--- config.mk ---
export PLATFORM = sky130hd
export DESIGN_NAME = cabd_core
export DESIGN_NICKNAME = d
export VERILOG_FILES = /design/src/rtl/cabd_pkg.sv /design/src/rtl/cabd_core.sv
export SDC_FILE = /design/constraint.sdc
export NUM_CORES = 1
export LEC_CHECK = 0
export BUFFER_PORTS_ARGS = -buffer_cell sky130_fd_sc_hd__clkbuf_2
export CAP_MARGIN = 20
export CORE_UTILIZATION = 29
export CTS_CLUSTER_DIAMETER = 100
export DETAILED_ROUTE_END_ITERATION = 12
export GPL_ROUTABILITY_DRIVEN = 0
export MAX_ROUTING_LAYER = met4
export SLEW_MARGIN = 25
export SYNTH_ARGS = -nofsm -noshare
export SYNTH_HDL_FRONTEND = slang
export SYNTH_SLANG_ARGS = --single-unit
--- constraint.sdc ---
create_clock -name clk -period 6.4 [get_ports clk]
set_input_delay 0.96 -clock clk [delete_from_list [all_inputs] [get_ports clk]]
set_output_delay 0.96 -clock clk [all_outputs]
set_load 0.01 [all_outputs]
--- src/rtl/cabd_pkg.sv ---
/*
 * Constants shared by the arithmetic and branch decoder: opcodes, flag positions,
 * cycle counts and reset values.
 * Assumes nothing of its surroundings.
 */
package cabd_pkg;
    // Opcodes of the add-with-carry group.
    localparam logic [7:0] OP_ADC_BA = 8'h69;
    localparam logic [7:0] OP_ADC_RA = 8'h19;
    localparam logic [7:0] OP_ADC_RB = 8'h39;
    localparam logic [7:0] OP_ADC_RR = 8'h49;
    localparam logic [7:0] OP_ADC_IA = 8'h29;
    localparam logic [7:0] OP_ADC_IB = 8'h59;
    localparam logic [7:0] OP_ADC_IR = 8'h79;
    // Opcodes of the plain add group.
    localparam logic [7:0] OP_ADD_BA = 8'h68;
    localparam logic [7:0] OP_ADD_RA = 8'h18;
    localparam logic [7:0] OP_ADD_RB = 8'h38;
    localparam logic [7:0] OP_ADD_RR = 8'h48;
    localparam logic [7:0] OP_ADD_IA = 8'h28;
    localparam logic [7:0] OP_ADD_IB = 8'h58;
    localparam logic [7:0] OP_ADD_IR = 8'h78;
    // Opcodes of the logical AND group.
    localparam logic [7:0] OP_AND_AP = 8'h83;
    localparam logic [7:0] OP_AND_BA = 8'h63;
    localparam logic [7:0] OP_AND_BP = 8'h93;
    localparam logic [7:0] OP_AND_RA = 8'h13;
    localparam logic [7:0] OP_AND_RB = 8'h33;
    localparam logic [7:0] OP_AND_RR = 8'h43;
    localparam logic [7:0] OP_AND_IA = 8'h23;
    localparam logic [7:0] OP_AND_IB = 8'h53;
    localparam logic [7:0] OP_AND_IR = 8'h73;
    localparam logic [7:0] OP_AND_IP = 8'hA3;
    // Opcodes of the absolute branch group; the offset form has a prefix byte.
    localparam logic [7:0] OP_BRA_DIR = 8'h8C;
    localparam logic [7:0] OP_BRA_IND = 8'h9C;
    localparam logic [7:0] OP_BRA_IDX = 8'hAC;
    localparam logic [7:0] OP_PREFIX = 8'hF4;
    localparam logic [7:0] OP_BRA_OFS = 8'hEC;
    // Opcodes of the bit test jump if one group.
    localparam logic [7:0] OP_BTJ_AP = 8'h86;
    localparam logic [7:0] OP_BTJ_BP = 8'h96;
    localparam logic [7:0] OP_BTJ_RA = 8'h16;
    localparam logic [7:0] OP_BTJ_RB = 8'h36;
    localparam logic [7:0] OP_BTJ_RR = 8'h46;
    localparam logic [7:0] OP_BTJ_IA = 8'h26;
    localparam logic [7:0] OP_BTJ_IB = 8'h56;
    localparam logic [7:0] OP_BTJ_IR = 8'h76;
    localparam logic [7:0] OP_BTJ_IP = 8'hA6;
    // Flag positions within flag_register.
    localparam int FLAG_C = 3;
    localparam int FLAG_N = 2;
    localparam int FLAG_Z = 1;
    localparam int FLAG_V = 0;
    // Register file locations of the working registers.
    localparam logic [7:0] REG_PRIMARY = 8'h00;
    localparam logic [7:0] REG_SECONDARY = 8'h01;
    // Cycle counts.
    localparam logic [4:0] CYC_AND_IP = 5'h0a;
    localparam logic [4:0] CYC_BRA_DIR = 5'h09;
    localparam logic [4:0] CYC_BRA_IND = 5'h08;
    localparam logic [4:0] CYC_BRA_IDX = 5'h0b;
    localparam logic [4:0] CYC_BRA_OFS = 5'h10;
    localparam logic [4:0] CYC_DEFAULT = 5'h08;
    localparam logic [4:0] CYC_JUMP_EXTRA = 5'h02;
    // Reset values.
    localparam logic [15:0] PC_RESET = 16'h0000;
    localparam logic [3:0] FLAGS_RESET = 4'h0;
    typedef enum logic [1:0] {CABD_IDLE, CABD_WAIT} cabd_state_t;
endpackage

--- src/rtl/cabd_core.sv ---
/*
 * Decode and execute core for the add, add with carry, AND, absolute branch and
 * bit test jump if one instructions of an 8-bit controller.
 * Assumes a fetch unit that presents a whole instruction with a one-cycle strobe
 * and has already resolved the absolute branch address, and a register and
 * peripheral file that answer reads combinationally.
 */
//
// Behaviour
// - Primary and secondary working registers are register-file locations 0 and 1.
// - Peripheral operands are chosen by an 8-bit index 0 through 255.
// - next_pc is the following instruction address; base of relative jumps.
// - Add with carry stores source plus destination plus carry; flags from result.
// - Add with carry opcodes 69, 19, 39, 49, 29, 59, 79 by operand form.
// - Plain add stores source plus destination without carry; sets all four flags.
// - Plain add opcodes 68, 18, 38, 48, 28, 58, 78 by operand form.
// - AND stores bitwise AND; clears carry and overflow; sign and zero from result.
// - AND opcodes 83, 63, 93, 13, 33, 43, 23, 53, 73, A3; A3 takes 10 cycles.
// - Absolute branch loads extended_address into pc; flags kept; 9, 8, 11, 16 cycles.
// - Bit test ANDs without storing; jumps by signed offset when nonzero.
// - Bit test opcodes 86, 96, 16, 36, 46, 26, 56, 76, A6.
// - Taken conditional jumps cost two cycles more than the listed count.
// - Flags marked 0 clear, 1 set, x follow result, dash untouched.
`timescale 1ns/10ps
module cabd_core
(
    input wire logic clk,
    input wire logic rst_n,
    input wire logic instr_valid,
    input wire logic [7:0] opcode,
    input wire logic [7:0] opcode2,
    input wire logic [7:0] source_register,
    input wire logic [7:0] dest_register,
    input wire logic [7:0] immediate_byte,
    input wire logic [7:0] signed_offset_byte,
    input wire logic [15:0] extended_address,
    input wire logic [15:0] next_pc,
    input wire logic [7:0] reg_rdata_src,
    input wire logic [7:0] reg_rdata_dst,
    input wire logic [7:0] periph_rdata,
    output logic [7:0] reg_raddr_src,
    output logic [7:0] reg_raddr_dst,
    output logic [7:0] dest_peripheral,
    output logic reg_we,
    output logic [7:0] reg_waddr,
    output logic periph_we,
    output logic [7:0] wdata,
    output logic [15:0] pc,
    output logic [3:0] flag_register,
    output logic busy,
    output logic illegal
);
    import cabd_pkg::*;

    ////////////////////////////////////////////////////////////////////////////////
    cabd_state_t state;
    logic [4:0] cycles_left;
    logic [7:0] src_sel;
    logic [7:0] dst_sel;
    logic [7:0] rs_sel;
    logic [7:0] rd_sel;

    // Instruction families decoded from the low opcode nibble and the high nibble rows.
    wire [3:0] hi = opcode[7:4];
    wire [3:0] lo = opcode[3:0];
    wire is_adc = (lo == 4'h9) && (hi >= 4'h1) && (hi <= 4'h7);
    wire is_add = (lo == 4'h8) && (hi >= 4'h1) && (hi <= 4'h7);
    wire is_and = (lo == 4'h3) && (((hi >= 4'h1) && (hi <= 4'h7)) || (opcode == OP_AND_AP) ||
        (opcode == OP_AND_BP) || (opcode == OP_AND_IP));
    wire is_btj = (lo == 4'h6) && (((hi >= 4'h1) && (hi <= 4'h7) && (hi != 4'h6)) ||
        (opcode == OP_BTJ_AP) || (opcode == OP_BTJ_BP) || (opcode == OP_BTJ_IP));
    wire is_bra = (opcode == OP_BRA_DIR) || (opcode == OP_BRA_IND) || (opcode == OP_BRA_IDX) ||
        ((opcode == OP_PREFIX) && (opcode2 == OP_BRA_OFS));
    wire is_legal = is_adc || is_add || is_and || is_btj || is_bra;
    // Row selects the operand form: 1 Rs,A 2 #,A 3 Rs,B 4 Rs,Rd 5 #,B 6 B,A 7 #,Rd.
    wire row_periph = (hi == 4'h8) || (hi == 4'h9) || (hi == 4'hA);
    wire src_imm = (hi == 4'h2) || (hi == 4'h5) || (hi == 4'h7) || (hi == 4'hA);

    // Source and destination addresses; A and B are register file 0 and 1.
    always_comb
    begin
        rs_sel = source_register;
        rd_sel = dest_register;
        case (hi)
            4'h1, 4'h2: rd_sel = REG_PRIMARY;
            4'h3, 4'h5: rd_sel = REG_SECONDARY;
            4'h6:
            begin
                rs_sel = REG_SECONDARY;
                rd_sel = REG_PRIMARY;
            end
            4'h8: rs_sel = REG_PRIMARY;
            4'h9: rs_sel = REG_SECONDARY;
            default: rd_sel = dest_register;
        endcase
    end

    wire [7:0] src_val = src_imm ? immediate_byte : reg_rdata_src;
    wire [7:0] dst_val = row_periph ? periph_rdata : reg_rdata_dst;
    wire carry_in = (is_adc && flag_register[FLAG_C]);
    wire [8:0] sum = {1'b0, src_val} + {1'b0, dst_val} + {8'h00, carry_in};
    wire [7:0] and_val = src_val & dst_val;
    wire [7:0] res = (is_adc || is_add) ? sum[7:0] : and_val;
    wire add_ovf = (src_val[7] == dst_val[7]) && (sum[7] != src_val[7]);
    wire [3:0] arith_flags = {sum[8], sum[7], (sum[7:0] == 8'h00), add_ovf};
    wire [3:0] logic_flags = {1'b0, and_val[7], (and_val == 8'h00), 1'b0};
    wire jump_taken = is_btj && (and_val != 8'h00);
    wire [15:0] rel_target = next_pc + {{8{signed_offset_byte[7]}}, signed_offset_byte};

    // Listed cycle counts, only the documented ones differ from the default.
    logic [4:0] base_cycles;
    always_comb
    begin
        base_cycles = CYC_DEFAULT;
        if (opcode == OP_AND_IP)
            base_cycles = CYC_AND_IP;
        else if (opcode == OP_BRA_DIR)
            base_cycles = CYC_BRA_DIR;
        else if (opcode == OP_BRA_IND)
            base_cycles = CYC_BRA_IND;
        else if (opcode == OP_BRA_IDX)
            base_cycles = CYC_BRA_IDX;
        else if (opcode == OP_PREFIX)
            base_cycles = CYC_BRA_OFS;
    end
    wire [4:0] total_cycles = base_cycles + (jump_taken ? CYC_JUMP_EXTRA : 5'h00);

    wire accept = instr_valid && (state == CABD_IDLE);
    wire do_write = accept && (is_adc || is_add || is_and);
    wire [3:0] next_flags = (is_adc || is_add) ? arith_flags :
        ((is_and || is_btj) ? logic_flags : flag_register);
    wire [15:0] next_pc_val = is_bra ? extended_address :
        (jump_taken ? rel_target : next_pc);

    assign src_sel = rs_sel;
    assign dst_sel = rd_sel;

    ////////////////////////////////////////////////////////////////////////////////
    // Outputs are registered, so the register file sees writes one cycle late.
    always_ff @(posedge clk)
    begin
        if (!rst_n)
        begin
            state <= CABD_IDLE;
            cycles_left <= 5'h00;
            pc <= PC_RESET;
            flag_register <= FLAGS_RESET;
            reg_we <= 1'b0;
            periph_we <= 1'b0;
            reg_waddr <= 8'h00;
            wdata <= 8'h00;
            busy <= 1'b0;
            illegal <= 1'b0;
            reg_raddr_src <= 8'h00;
            reg_raddr_dst <= 8'h00;
            dest_peripheral <= 8'h00;
        end
        else
        begin
            reg_we <= do_write && !row_periph;
            periph_we <= do_write && row_periph;
            illegal <= accept && !is_legal;
            reg_raddr_src <= src_sel;
            reg_raddr_dst <= dst_sel;
            dest_peripheral <= dest_register;
            case (state)
                CABD_IDLE:
                begin
                    if (accept && is_legal)
                    begin
                        reg_waddr <= dst_sel;
                        wdata <= res;
                        flag_register <= next_flags;
                        pc <= next_pc_val;
                        cycles_left <= total_cycles - 5'h01;
                        busy <= 1'b1;
                        state <= CABD_WAIT;
                    end
                end
                CABD_WAIT:
                begin
                    cycles_left <= cycles_left - 5'h01;
                    if (cycles_left == 5'h01)
                    begin
                        busy <= 1'b0;
                        state <= CABD_IDLE;
                    end
                end
                default: state <= CABD_IDLE;
            endcase
        end
    end

    ////////////////////////////////////////////////////////////////////////////////
    a_and_flags: assert property (@(posedge clk) disable iff (!rst_n)
        (accept && is_and) |=> (!flag_register[FLAG_C] && !flag_register[FLAG_V]))
        else $error("AND left carry or overflow set.");
    a_branch_flags_kept: assert property (@(posedge clk) disable iff (!rst_n)
        (accept && is_bra) |=> (flag_register == $past(flag_register)))
        else $error("Branch changed the flags.");
    a_branch_target: assert property (@(posedge clk) disable iff (!rst_n)
        (accept && is_bra) |=> (pc == $past(extended_address)))
        else $error("Branch target wrong.");
    a_btj_jump: assert property (@(posedge clk) disable iff (!rst_n)
        (accept && jump_taken) |=> (pc == $past(rel_target)))
        else $error("Bit test jump target wrong.");
    a_btj_no_store: assert property (@(posedge clk) disable iff (!rst_n)
        (accept && is_btj) |=> (!reg_we && !periph_we))
        else $error("Bit test stored a result.");
    a_add_sum: assert property (@(posedge clk) disable iff (!rst_n)
        (accept && is_add) |=> (wdata == $past(src_val + dst_val)))
        else $error("Add result wrong.");
    a_zero_flag: assert property (@(posedge clk) disable iff (!rst_n)
        (accept && (is_adc || is_add)) |=> (flag_register[FLAG_Z] == (wdata == 8'h00)))
        else $error("Zero flag mismatch.");
    a_taken_extra: assert property (@(posedge clk) disable iff (!rst_n)
        (accept && jump_taken) |=> busy [*8] ##1 busy ##1 !busy)
        else $error("Taken jump cycle count wrong.");
    a_adc_decode: assert property (@(posedge clk) disable iff (!rst_n)
        (accept && (opcode == OP_ADC_RR)) |=> (reg_we && reg_waddr == $past(dest_register)))
        else $error("Add with carry register form not written.");
    a_adc_sum: assert property (@(posedge clk) disable iff (!rst_n)
        (accept && is_adc) |=> (wdata == $past(src_val + dst_val + {7'h00, flag_register[FLAG_C]})))
        else $error("Add with carry result wrong.");
    a_adc_carry: assert property (@(posedge clk) disable iff (!rst_n)
        (accept && is_adc) |=> (flag_register[FLAG_C] == $past(({1'b0, src_val} + {1'b0, dst_val} +
        {8'h00, flag_register[FLAG_C]}) > 9'h0ff))) else $error("Add with carry carry flag wrong.");
    a_add_carry: assert property (@(posedge clk) disable iff (!rst_n)
        (accept && is_add) |=> (flag_register[FLAG_C] == $past(({1'b0, src_val} + {1'b0, dst_val}) > 9'h0ff)))
        else $error("Add carry flag wrong.");
    a_sign_flag: assert property (@(posedge clk) disable iff (!rst_n)
        (accept && (is_adc || is_add || is_and)) |=> (flag_register[FLAG_N] == wdata[7]))
        else $error("Sign flag mismatch.");
    a_and_result: assert property (@(posedge clk) disable iff (!rst_n)
        (accept && is_and) |=> (wdata == $past(src_val & dst_val)))
        else $error("AND result wrong.");
    a_and_zero: assert property (@(posedge clk) disable iff (!rst_n)
        (accept && is_and) |=> (flag_register[FLAG_Z] == (wdata == 8'h00)))
        else $error("AND zero flag wrong.");
    a_btj_flags: assert property (@(posedge clk) disable iff (!rst_n)
        (accept && is_btj) |=> (!flag_register[FLAG_C] && !flag_register[FLAG_V]))
        else $error("Bit test left carry or overflow set.");
    a_btj_zero: assert property (@(posedge clk) disable iff (!rst_n)
        (accept && is_btj) |=> (flag_register[FLAG_Z] == $past((src_val & dst_val) == 8'h00)))
        else $error("Bit test zero flag wrong.");
    a_btj_fall: assert property (@(posedge clk) disable iff (!rst_n)
        (accept && is_btj && !jump_taken) |=> (pc == $past(next_pc)))
        else $error("Bit test not taken moved pc.");
    a_plain_pc: assert property (@(posedge clk) disable iff (!rst_n)
        (accept && (is_adc || is_add || is_and)) |=> (pc == $past(next_pc)))
        else $error("Arithmetic instruction pc wrong.");
    a_primary_dest: assert property (@(posedge clk) disable iff (!rst_n)
        (accept && (is_adc || is_add || is_and) && ((hi == 4'h1) || (hi == 4'h2) || (hi == 4'h6)))
        |=> (reg_waddr == REG_PRIMARY)) else $error("Primary register not written.");
    a_secondary_dest: assert property (@(posedge clk) disable iff (!rst_n)
        (accept && (is_adc || is_add || is_and) && ((hi == 4'h3) || (hi == 4'h5)))
        |=> (reg_waddr == REG_SECONDARY)) else $error("Secondary register not written.");
    a_periph_write: assert property (@(posedge clk) disable iff (!rst_n)
        (accept && is_and && row_periph) |=> (periph_we && !reg_we))
        else $error("Peripheral destination not written.");
    a_reg_write: assert property (@(posedge clk) disable iff (!rst_n)
        (accept && (is_adc || is_add || is_and) && !row_periph) |=> (reg_we && !periph_we))
        else $error("Register destination not written.");
    a_we_single: assert property (@(posedge clk) disable iff (!rst_n)
        (reg_we || periph_we) |=> (!reg_we && !periph_we))
        else $error("Write pulse longer than one cycle.");
    a_periph_index: assert property (@(posedge clk) disable iff (!rst_n)
        accept |=> (dest_peripheral == $past(dest_register)))
        else $error("Peripheral index wrong.");
    a_illegal_quiet: assert property (@(posedge clk) disable iff (!rst_n)
        (accept && !is_legal) |=> (illegal && !busy && !reg_we && !periph_we &&
        (flag_register == $past(flag_register)))) else $error("Unknown opcode had an effect.");
    a_refuse_busy: assert property (@(posedge clk) disable iff (!rst_n)
        (instr_valid && busy) |=> ($stable(flag_register) && !reg_we && !periph_we))
        else $error("Instruction taken while busy.");
    a_and_ip_cycles: assert property (@(posedge clk) disable iff (!rst_n)
        (accept && (opcode == OP_AND_IP)) |=> busy [*8] ##1 busy ##1 !busy)
        else $error("AND immediate to peripheral cycle count wrong.");
    a_add_cycles: assert property (@(posedge clk) disable iff (!rst_n)
        (accept && (is_adc || is_add)) |=> busy [*7] ##1 !busy)
        else $error("Add cycle count wrong.");
    a_bra_dir_cycles: assert property (@(posedge clk) disable iff (!rst_n)
        (accept && (opcode == OP_BRA_DIR)) |=> busy [*8] ##1 !busy)
        else $error("Direct branch cycle count wrong.");
    a_bra_ind_cycles: assert property (@(posedge clk) disable iff (!rst_n)
        (accept && (opcode == OP_BRA_IND)) |=> busy [*7] ##1 !busy)
        else $error("Indirect branch cycle count wrong.");
    a_bra_idx_cycles: assert property (@(posedge clk) disable iff (!rst_n)
        (accept && (opcode == OP_BRA_IDX)) |=> busy [*8] ##1 busy ##1 busy ##1 !busy)
        else $error("Indexed branch cycle count wrong.");
    a_bra_ofs_cycles: assert property (@(posedge clk) disable iff (!rst_n)
        (accept && is_bra && (opcode == OP_PREFIX)) |=> busy [*8] ##1 busy [*7] ##1 !busy)
        else $error("Offset branch cycle count wrong.");
    a_btj_cycles: assert property (@(posedge clk) disable iff (!rst_n)
        (accept && is_btj && !jump_taken) |=> busy [*7] ##1 !busy)
        else $error("Bit test not taken cycle count wrong.");
    a_adc_overflow: assert property (@(posedge clk) disable iff (!rst_n)
        (accept && is_adc) |=> (flag_register[FLAG_V] == ($past(src_val[7] == dst_val[7]) &&
        (wdata[7] != $past(src_val[7]))))) else $error("Add with carry overflow wrong.");
    a_add_overflow: assert property (@(posedge clk) disable iff (!rst_n)
        (accept && is_add) |=> (flag_register[FLAG_V] == ($past(src_val[7] == dst_val[7]) &&
        (wdata[7] != $past(src_val[7]))))) else $error("Add overflow wrong.");
endmodule

# Yosys cells after proc, flatten, opt, wreduce, memory -nomap -nowiden
# Cells that the tools add are included.
[classes]
addsub = 6
magnitude_cmp = 2
n_eq_ne = 31
mux = 23
bitwise = 1
n_reduce_logical = 53
[ops]
columns = ["operator", "count"]
rows = [
  ["== test 8 bit (second input constant)", 11],
  ["2-to-1 mux 16 bit", 2],
  ["case mux 8 bit (2 select lines)", 2],
  ["2-to-1 mux 5 bit", 6],
  ["2-to-1 mux 8 bit", 3],
  ["== test 4 bit (second input constant)", 5],
  ["logical OR 1 bit", 19],
  ["logical AND 1 bit", 18],
  ["adder 16 bit", 1],
  ["== test 4 x 3 -> 1 bit (second input constant)", 4],
  ["logical NOT 8 bit", 2],
  ["== test 4 x 2 -> 1 bit (second input constant)", 3],
  ["case mux 5 bit (2 select lines)", 1],
  ["subtractor 5 x 1 -> 5 bit (second input constant)", 2],
  ["adder 8 x 8 -> 9 bit", 1],
  ["adder 9 x 1 -> 9 bit", 1],
  ["AND 8 bit", 1],
  ["2-to-1 mux 4 bit", 2],
  ["nonzero test 8 bit", 1],
  ["2-to-1 mux 2 bit", 3],
  ["AND reduction 2 bit", 3],
  ["AND reduction 3 bit", 2],
  ["adder 5 x 2 -> 5 bit", 1],
  ["== test 5 x 1 -> 1 bit (second input constant)", 1],
  ["17 further kinds", 21],
]
[word_totals]
regBits = 71
elab_cells = 129

# Logic depth before layout (Yosys ltp)
# Gate-level depths: netlist (run 1).
[logic_depth]
word_depth = 13
depth_mapped = 20
depth_no_buf = 18

# Worst setup path after synthesis (run 1)
# OpenSTA, ideal clock, no wires.
[synth_timing]
path_type = "input to register"
startpoint = "input opcode[6]"
endpoint = "register cycles_left[3]"
setup_time_ns = 0.135
arrival_time_ns = 4.614
required_time_ns = 6.265
setup_slack_ns = 1.650
cell_stages = 20
n_path_buf = 3
cell_sequence = "buf_4 nand2b_1 a21o_1 clkbuf_1 mux2_2 ha_1 or4_1 nor2_1 nor3_1 inv_2 clkbuf_1 ha_1 inv_1 ha_1 inv_1 ha_1 xnor2_1 nor2_1 a211oi_1 a211oi_1"
[synth_via]
elab_chain_cells = 13
word_cells_on_any_way = 64
cone_classes = "add/sub (2); order compare (2); eq/ne (18); mux (10); bitwise (1); reduce/logical (31)"
[synth_lines]
columns = ["element", "line", "text"]
rows = [
  ["from (decl)", "cabd_core.sv:30", "input wire logic [7:0] opcode,"],
  ["== test 4 x 2 -> 1 bit, or another cell as far along", "cabd_core.sv:77", "wire src_imm = (hi == 4'h2) || (hi == 4'h5) || (hi == 4'h7) || (hi == 4'hA);"],
  ["logical OR 1 bit or logical AND 1 bit (tied branches)", "cabd_core.sv:77, cabd_core.sv:68, cabd_core.sv:70", ""],
  ["logical OR 1 bit or logical AND 1 bit (tied branches)", "cabd_core.sv:77, cabd_core.sv:70", ""],
  ["logical OR 1 bit (on tied branches)", "cabd_core.sv:77, cabd_core.sv:70", ""],
  ["2-to-1 mux 8 bit or logical OR 1 bit (tied branches)", "cabd_core.sv:98, cabd_core.sv:71", ""],
  ["AND 8 bit or logical OR 1 bit (tied branches)", "cabd_core.sv:102, cabd_core.sv:71", ""],
  ["nonzero test 8 bit or logical AND 1 bit (tied branches)", "cabd_core.sv:107, cabd_core.sv:70", ""],
  ["logical AND 1 bit", "cabd_core.sv:107", "wire jump_taken = is_btj && (and_val != 8'h00);"],
  ["2-to-1 mux 2 bit", "cabd_core.sv:126", "wire [4:0] total_cycles = base_cycles + (jump_taken ? CYC_JUMP_EXTRA : 5'h00);"],
  ["adder 5 x 2 -> 5 bit", "cabd_core.sv:126", ""],
  ["subtractor 5 x 1 -> 5 bit", "cabd_core.sv:175", "cycles_left <= total_cycles - 5'h01;"],
  ["2-to-1 mux 5 bit", "cabd_core.sv:169", "if (accept && is_legal)"],
  ["case mux 5 bit (2 select lines)", "cabd_core.sv:166", "case (state)"],
  ["to (signal assigned)", "cabd_core.sv:175", ""],
  ["to (signal assigned)", "cabd_core.sv:182", "cycles_left <= cycles_left - 5'h01;"],
  ["to (decl)", "cabd_core.sv:57", "logic [4:0] cycles_left;"],
]
# Parallel ways exist; a longest one is shown, timed or not. The select of a mux whose other input is x is not followed.
# A chain may end at the register's enable or synchronous reset.

# Final worst setup path (run 1)
[layout_timing]
startpoint = "input opcode[4]"
endpoint = "register cycles_left[3]"
# Same word-level chain as after synthesis.

==> reports/results.tsv, run 1 <==
metric	value	unit
status	finished, final reports clean	
drt wl/cell	15.9	um
first-pass GRT wire length	19800	um
Total Neg Setup Slack	0	ps
Post-Syn Nets	611	
clock root buffer	clkbuf_16	
FFs w/ async S/R, synth	0	%
clock buffer depth	2	
Int Power	918	uW
worst-margin pin slew	758	ps
ANT nets after route	0	
Setup Fix Bufs, Post-CTS	0	
Initial DRT Pass Iterations	7	
CORE AREA	14000	um^2
Hold-fix buffers, CTS	0	
mean post-synth cell area	8.95	um^2
Slew Limit Fails	0	
post-synth top area share	32.6	%
vias per cell	5.12	
area of the multi-input gates	2710	um^2
period utilisation layout	77.0	%
slowest stage delay, CP	530	ps
Crit Path Max Fanout	27	
Seq. cell area	1380	um^2
Post-Syn Instances	473	
Post-Place Cells	805	
CTS resizes	0	
Worst Hold Class	reg -> reg	
Synth area leaders	dfxtp_1, ha_1, mux2_2	
Worst VDD drop	0.113	mV
Top Ports	171	
Hold WS	460	ps
site row count	43	
Cell Chain, Critical Path	clkbuf_2, nand2b_1, nor2_1, a31oi_2, mux2_2, ha_1, or4_1, nor2_1, nor3_1, inv_2, ha_1, inv_1, ha_1, inv_1, ha_1, xnor2_1, nor2_1, a211oi_1, a211oi_1	
vias in the first global route	3905	
most common library cell in the layout ignoring fill and taps	clkbuf_2	
gr ovfl total	0	
fraction of layout cells with a size suffix above 1	33.4	%
Switching Fraction	27.8	%
I/O Buffers	170	
H-tree levels	3	
number of buffers created by CTS	9	
Die H	123	um
Clk pin slew, worst setup/hold paths	60	ps
cell taking the most area after synthesis	dfxtp_1	
Leak Pwr	0.00254	uW
clock sink count	69	
synth unique cells	65	
minimum clock period	4930	ps
Worst EP required	6600	ps
area grow syn2layout	31.1	%
setup violators final	0	
fillers	1445	
pin count of the biggest net entering global routing	28	
logic gate share of total power	22.1	%
Largest delay share family, worst path	simple AND/OR/NAND/NOR gates	
Tot GR Track Use	17.7	%
Crit Path Category	in -> reg	
Top FF cell, synth	dfxtp_1	
sequential fraction of the synthesis area	32.6	%
Net Switching	354	uW
Finished Layout Cells	821	
fin area	5550	um^2
final worst slack	1470	ps
startpoint types	input pin	
dpl hpwl	10100	um
Total Die Area	15100	um^2
Place WS	1120	ps
final hold vios	0	
final setup skew	4.81	ps
Initial Util	30.2	%
nature of the critical path endpoint	flip-flop	
cell mode on critical path	ha_1	
EDFF count, synth	0	
share of total power in the clock network	41.6	%
slew margin rel.	49.5	%
RSZ-0062 raised after global routing	false	
Slowest-stage cell, CP	or4_1	
CTS tree	built	
Mapped Area	4230	um^2
worst path bufs/invs	4	
fin nets	774	
Reg power frac	36.3	%
Peak Freq	203	MHz
drc violations	0	
PwrDens	229	nW/um^2
Arrival @ worst endpoint	5130	ps
Routed WL	13100	um
antenna violations before repair	1	
clk_lat worst skew	330	ps
DP Area	5240	um^2
via count	4202	
commonest cells after routing, fill and taps aside	clkbuf_2, dfxtp_1, a21oi_1, ha_1, nor2_1	
Iteration-0 DRC Markers	191	
flop and latch count out of synthesis	69	
die width	123	um
synth warn	0	
max_cap viols	0	
## per-layer routing
layer,GRT usage (%),routed length (um),vias up
met5,-,0,-
met4,4.80,154,0
met3,5.39,914,15
met2,28.7,6210,141
met1,21.2,5790,1942
li1,-,-,2104
## registers in the layout, summed over array words and instances, names as in the netlist, 4 cells and up
signal,cells
pc,16
dest_peripheral,8
reg_raddr_dst,8
reg_raddr_src,8
reg_waddr,8
wdata,8
cycles_left,5
flag_register,4
## final timing paths
kind	slack, ps	endpoint	cells past startpoint	startpoint
max	1470	cycles_left[3]	19	opcode[4]
min	460	wdata[4]	1	wdata[4]
max reg2reg	3350	flag_register[1]	8	flag_register[3]
min reg2reg	460	wdata[4]	1	wdata[4]
## stage by stage
stage,power [uW],utilization [%]
after floorplan,655,-
after global placement,746,37.3
after detailed placement,751,37.3
after CTS,1290,39.5
after global routing,1340,39.5
final,1270,39.5
## Yosys cell counts, types with 5 or more instances
cell type	instances
nand2b_1	5
o2bb2ai_1	14
mux2i_1	11
a221oi_1	6
nor3_1	7
xor2_1	8
a21oi_1	28
a21o_1	7
inv_1	15
a211oi_1	15
xnor2_1	11
nand3_1	5
ha_1	28
mux2_2	16
nor2_1	27
nor2b_1	8
dfxtp_1	69
o22a_1	10
o22ai_1	8
and2_1	24
o21ai_0	25
a31oi_1	7
nand2_1	26
clkbuf_1	13
buf_2	5
and3_1	7
## cell type report
cell class	instances	area share, %
timing repair buffer	171	15.5
clock inverter	6	1.60
multi-input combinational	369	48.8
clock buffer	9	4.06
inverter	16	1.08
tap	180	4.06
antenna	1	0.0451
sequential	69	24.9
## power by group through the flow
stage                     Sequential (uW)  Clock (uW)  Combinational, uW
after floorplan                       477           0                179
after global routing                  464         562                313
after detailed placement              471           0                280
after CTS                             461         546                281
final                                 461         529                282
after global placement                470           0                276
## kinds of logic (layout without fill, tap and decap cells)
logic type | Yosys count | count (layout) | synth area share [%]
mux | 27 | 27 | 6.86
simple gates | 135 | 135 | 17.7
xor+xnor | 19 | 19 | 3.93
compound gates | 157 | 157 | 25.9
buf+inv | 35 | 202 | 3.34
other cells | 0 | 1 | 0
fa+ha+maj | 31 | 31 | 9.69
flops | 69 | 69 | 32.6
(Power assumes the default switching activity.)
==> run 2: changes to the inputs <==
clock period = 4.6 ns   (was 6.4 ns; I/O delays follow)
==> reports/results.tsv, run 2 (synthesized netlist as in run 1, its figures left out) <==
metric	value	unit
minimum clock period	4090	ps
RSZ-0062 raised after global routing	false	
Largest Register	pc	
commonest cells after routing, fill and taps aside	clkbuf_2, dfxtp_1, a21oi_1, ha_1, nor2_1	
setup violators final	0	
Initial Util	30.2	%
ANT nets after route	0	
period utilisation layout	88.9	%
Initial DRT Pass Iterations	4	
vias in the first global route	4037	
R2R Setup Slk	1620	ps
Worst EP required	4880	ps
final setup skew	6.37	ps
DP Area	5270	um^2
Iteration-0 DRC Markers	190	
WHS Endpoint	pc[11]	
Place WS	154	ps
via count	4244	
final core occ	39.9	%
clock buffer depth	2	
Slew Limit Fails	0	
area grow syn2layout	32.4	%
Leak Pwr	0.00258	uW
Setup Fix Bufs, Post-CTS	0	
final hold vios	0	
pin count of the biggest net entering global routing	27	
CORE AREA	14000	um^2
vias per cell	5.13	
number of buffers created by CTS	9	
first-pass GRT wire length	19900	um
Crit Path Category	in -> reg	
antenna violations before repair	1	
Worst VDD drop	0.186	mV
Hold Startpoint	pc[11]	
CTS tree	built	
gr ovfl total	0	
site row count	43	
clock sink count	69	
clk_lat worst skew	350	ps
slew margin rel.	49.8	%
Die H	123	um
Worst Hold Class	reg -> reg	
max reg flops	16	
Peak Freq	245	MHz
Clk pin slew, worst setup/hold paths	60	ps
most common library cell in the layout ignoring fill and taps	clkbuf_2	
PwrDens	324	nW/um^2
fin nets	779	
dpl hpwl	10300	um
Total Neg Setup Slack	0	ps
startpoint types	input pin	
Hold WS	457	ps
final worst slack	511	ps
worst reg2reg path startpoint	flag_register[3]	
Total Die Area	15100	um^2
Top Ports	171	
max_cap viols	0	
nature of the critical path endpoint	flip-flop	
H-tree levels	3	
Reg2Reg Depth	8	
drc violations	0	
Crit Path Max Fanout	13	
Hold-fix buffers, CTS	0	
clock root buffer	clkbuf_16	
Routed WL	13200	um
fin area	5610	um^2
worst-margin pin slew	753	ps
fillers	1429	
Tot GR Track Use	18.0	%
fraction of layout cells with a size suffix above 1	34.1	%
die width	123	um
Hold Path Depth	1	
drt wl/cell	15.9	um
Arrival @ worst endpoint	4370	ps
Crit. Startpoint	opcode[4]	
Reg-to-Reg End	flag_register[1]	
I/O Buffers	170	
status	finished, final reports clean	
CTS resizes	0	
==> run 2: report_power, final <==
part / switching [uW] / internal (uW)
Combinational: 213 / 182
Sequential: 15.1 / 626
Clock: 295 / 483
==> run 2: per-layer routing <==
| layer | global-route usage, % | share of wire, % |
|---|---|---|
| met1 | 20.4 | 44 |
| met3 | 6.78 | 7.8 |
| met5 | - | 0 |
| met2 | 29.7 | 47 |
| met4 | 4.19 | 1.2 |
==> run 2: critical path, stage by stage <==
cell	delay (ps)
clkbuf_2	210
nand2b_1	210
nor2_1	70
a31oi_2	130
buf_4	200
mux2_2	390
fa_1	490
fa_1	420
xor2_1	160
or4_1	410
or4_1	510
or3_1	310
a31oi_1	150
==> run 2: how the worst max path moves through the flow <==
stage | cells after the start | to
floorplan | 20 | cycles_left[3]
global placement | 13 | flag_register[1]
detailed placement | 13 | flag_register[1]
CTS | 13 | flag_register[1]
global route | 20 | cycles_left[3]
finish | 13 | flag_register[1]
==> run 2: per-stage QoR <==
step,total power (uW),instances
3_3_place_gp,1040,810
3_5_place_dp,1050,810
4_1_cts,1840,826
6_report,1810,827
2_1_floorplan,912,473
5_1_grt,1900,827
==> run 2: cell type report <==
cell class                 count  area, um^2  area share [%]
multi-input combinational    369        2710            48.4
clock inverter                 7         104            1.85
sequential                    69        1380            24.6
tap                          180         225            4.02
clock buffer                   9         225            4.02
timing repair buffer         176         896            16.0
antenna                        1        2.50          0.0446
inverter                      16        60.1            1.07
==> run 3: changes to the inputs <==
==> constraint.sdc (replaced) <==
create_clock -name clk -period 4.6 [get_ports clk]
set_input_delay 0.92 -clock clk [delete_from_list [all_inputs] [get_ports clk]]
set_output_delay 0.92 -clock clk [all_outputs]
set_load 0.01 [all_outputs]
==> reports/results.tsv, run 3 (synthesized netlist as in run 1, its figures left out) <==
metric	value	unit
Tot GR Track Use	18.8	%
via count	4309	
clock root buffer	clkbuf_16	
RSZ-0062 raised after global routing	false	
fraction of layout cells with a size suffix above 1	34.5	%
Largest Register	pc	
final setup skew	8.00	ps
final hold vios	0	
Slew Limit Fails	0	
fin nets	786	
site row count	43	
nature of the critical path endpoint	flip-flop	
period utilisation layout	93.5	%
max reg flops	16	
status	finished, final reports clean	
Initial DRT Pass Iterations	4	
I/O Buffers	170	
H-tree levels	3	
DP Area	5340	um^2
Leak Pwr	0.00258	uW
Net Switching	511	uW
Worst Hold Class	reg -> reg	
CTS resizes	0	
drc violations	0	
clock sink count	69	
Worst VDD drop	0.176	mV
max_cap viols	0	
first-pass GRT wire length	20700	um
area grow syn2layout	32.4	%
Crit Path Category	in -> reg	
Initial Util	30.2	%
clock buffer depth	2	
Clk pin slew, worst setup/hold paths	60	ps
Peak Freq	233	MHz
CORE AREA	14000	um^2
ANT nets after route	0	
Top Ports	171	
commonest cells after routing, fill and taps aside	clkbuf_2, dfxtp_1, a21oi_1, ha_1, nor2_1	
Iteration-0 DRC Markers	219	
vias in the first global route	4184	
pin count of the biggest net entering global routing	27	
Seq. cell area	1380	um^2
Reg-to-Reg End	flag_register[1]	
Routed WL	13500	um
Setup Fix Bufs, Post-CTS	0	
logic gate share of total power	23.9	%
antenna violations before repair	1	
clk_lat worst skew	340	ps
Hold-fix buffers, CTS	0	
setup violators final	0	
fin area	5600	um^2
fillers	1452	
final worst slack	300	ps
startpoint types	input pin	
Die H	123	um
worst reg2reg path startpoint	flag_register[3]	
Worst EP required	4870	ps
minimum clock period	4300	ps
Arrival @ worst endpoint	4570	ps
Total Die Area	15100	um^2
most common library cell in the layout ignoring fill and taps	clkbuf_2	
Int Power	1180	uW
crit path capture	flag_register[1]	
final core occ	39.9	%
die width	123	um
dpl hpwl	10500	um
Reg2Reg Depth	8	
CTS tree	built	
area of the multi-input gates	2720	um^2
Place WS	-26.5	ps
Crit Path Max Fanout	8	
Total Neg Setup Slack	0	ps
Reg power frac	38.0	%
share of total power in the clock network	38.1	%
Switching Fraction	30.3	%
R2R Setup Slk	1580	ps
worst-margin pin slew	667	ps
drt wl/cell	16.2	um
PwrDens	301	nW/um^2
slew margin rel.	55.2	%
gr ovfl total	0	
number of buffers created by CTS	9	
Crit. Startpoint	opcode[7]	
vias per cell	5.17	
## run 3: changes by cell type in the layout (fill, tap and decap cells not counted)
cell / delta
inv_6: -3
buf_4: +7
clkinvlp_4: +2
bufinv_16: -2
clkinv_2: +1
a31oi_4: +1
clkbuf_1: +1
a31oi_2: -1
## run 3: area by class of cell
class                   instances  share of cell area (%)
multi-input cells             369                    48.5
flip-flops and latches         69                    24.6
repair buffers                183                    16.9
clock buffers                  10                    4.09
well taps                     180                    4.02
inverters                      16                    1.07
clock inverters                 5                   0.670
diodes                          1                  0.0447
## run 3: through the flow
stage          std cells  power [uW]  hold WS (ps)
6_report             833        1690           459
5_1_grt              833        1780           479
4_1_cts              832        1710           460
3_5_place_dp         817        1060           445
3_3_place_gp         817        1050           437
2_1_floorplan        473         913           482
## run 3: worst min-delay path by stage
stage / from / depth (start not counted) / end / slack (ps)
floorplan: pc[2] / 2 / pc[2] / 480
global placement: pc[11] / 1 / pc[11] / 440
detailed placement: pc[11] / 1 / pc[11] / 450
CTS: pc[11] / 1 / pc[11] / 460
global route: pc[11] / 1 / pc[11] / 480
finish: pc[2] / 2 / pc[2] / 460
## run 3: power groups by stage
stage,Clock (uW),Sequential [uW],Combinational [uW]
after global placement,0,654,392
after floorplan,0,663,250
after global routing,693,644,448
final,642,641,404
after CTS,662,641,404
after detailed placement,0,654,401
## run 3: per-layer routing
layer	GRT usage [%]	routed length, um	up-vias
met2	30.1	6390	156
met5	-	0	-
li1	-	-	2121
met4	8.38	329	0
met3	5.20	1070	28
met1	21.8	5710	2004
## run 3: worst max-delay path, stage by stage
cell and delay [ps]:
clkbuf_2 190, inv_1 140, a31oi_4 380, mux2_2 420, fa_1 480, fa_1 430
xor2_1 170, or4_1 430, or4_1 520, or3_1 320, a31oi_1 170
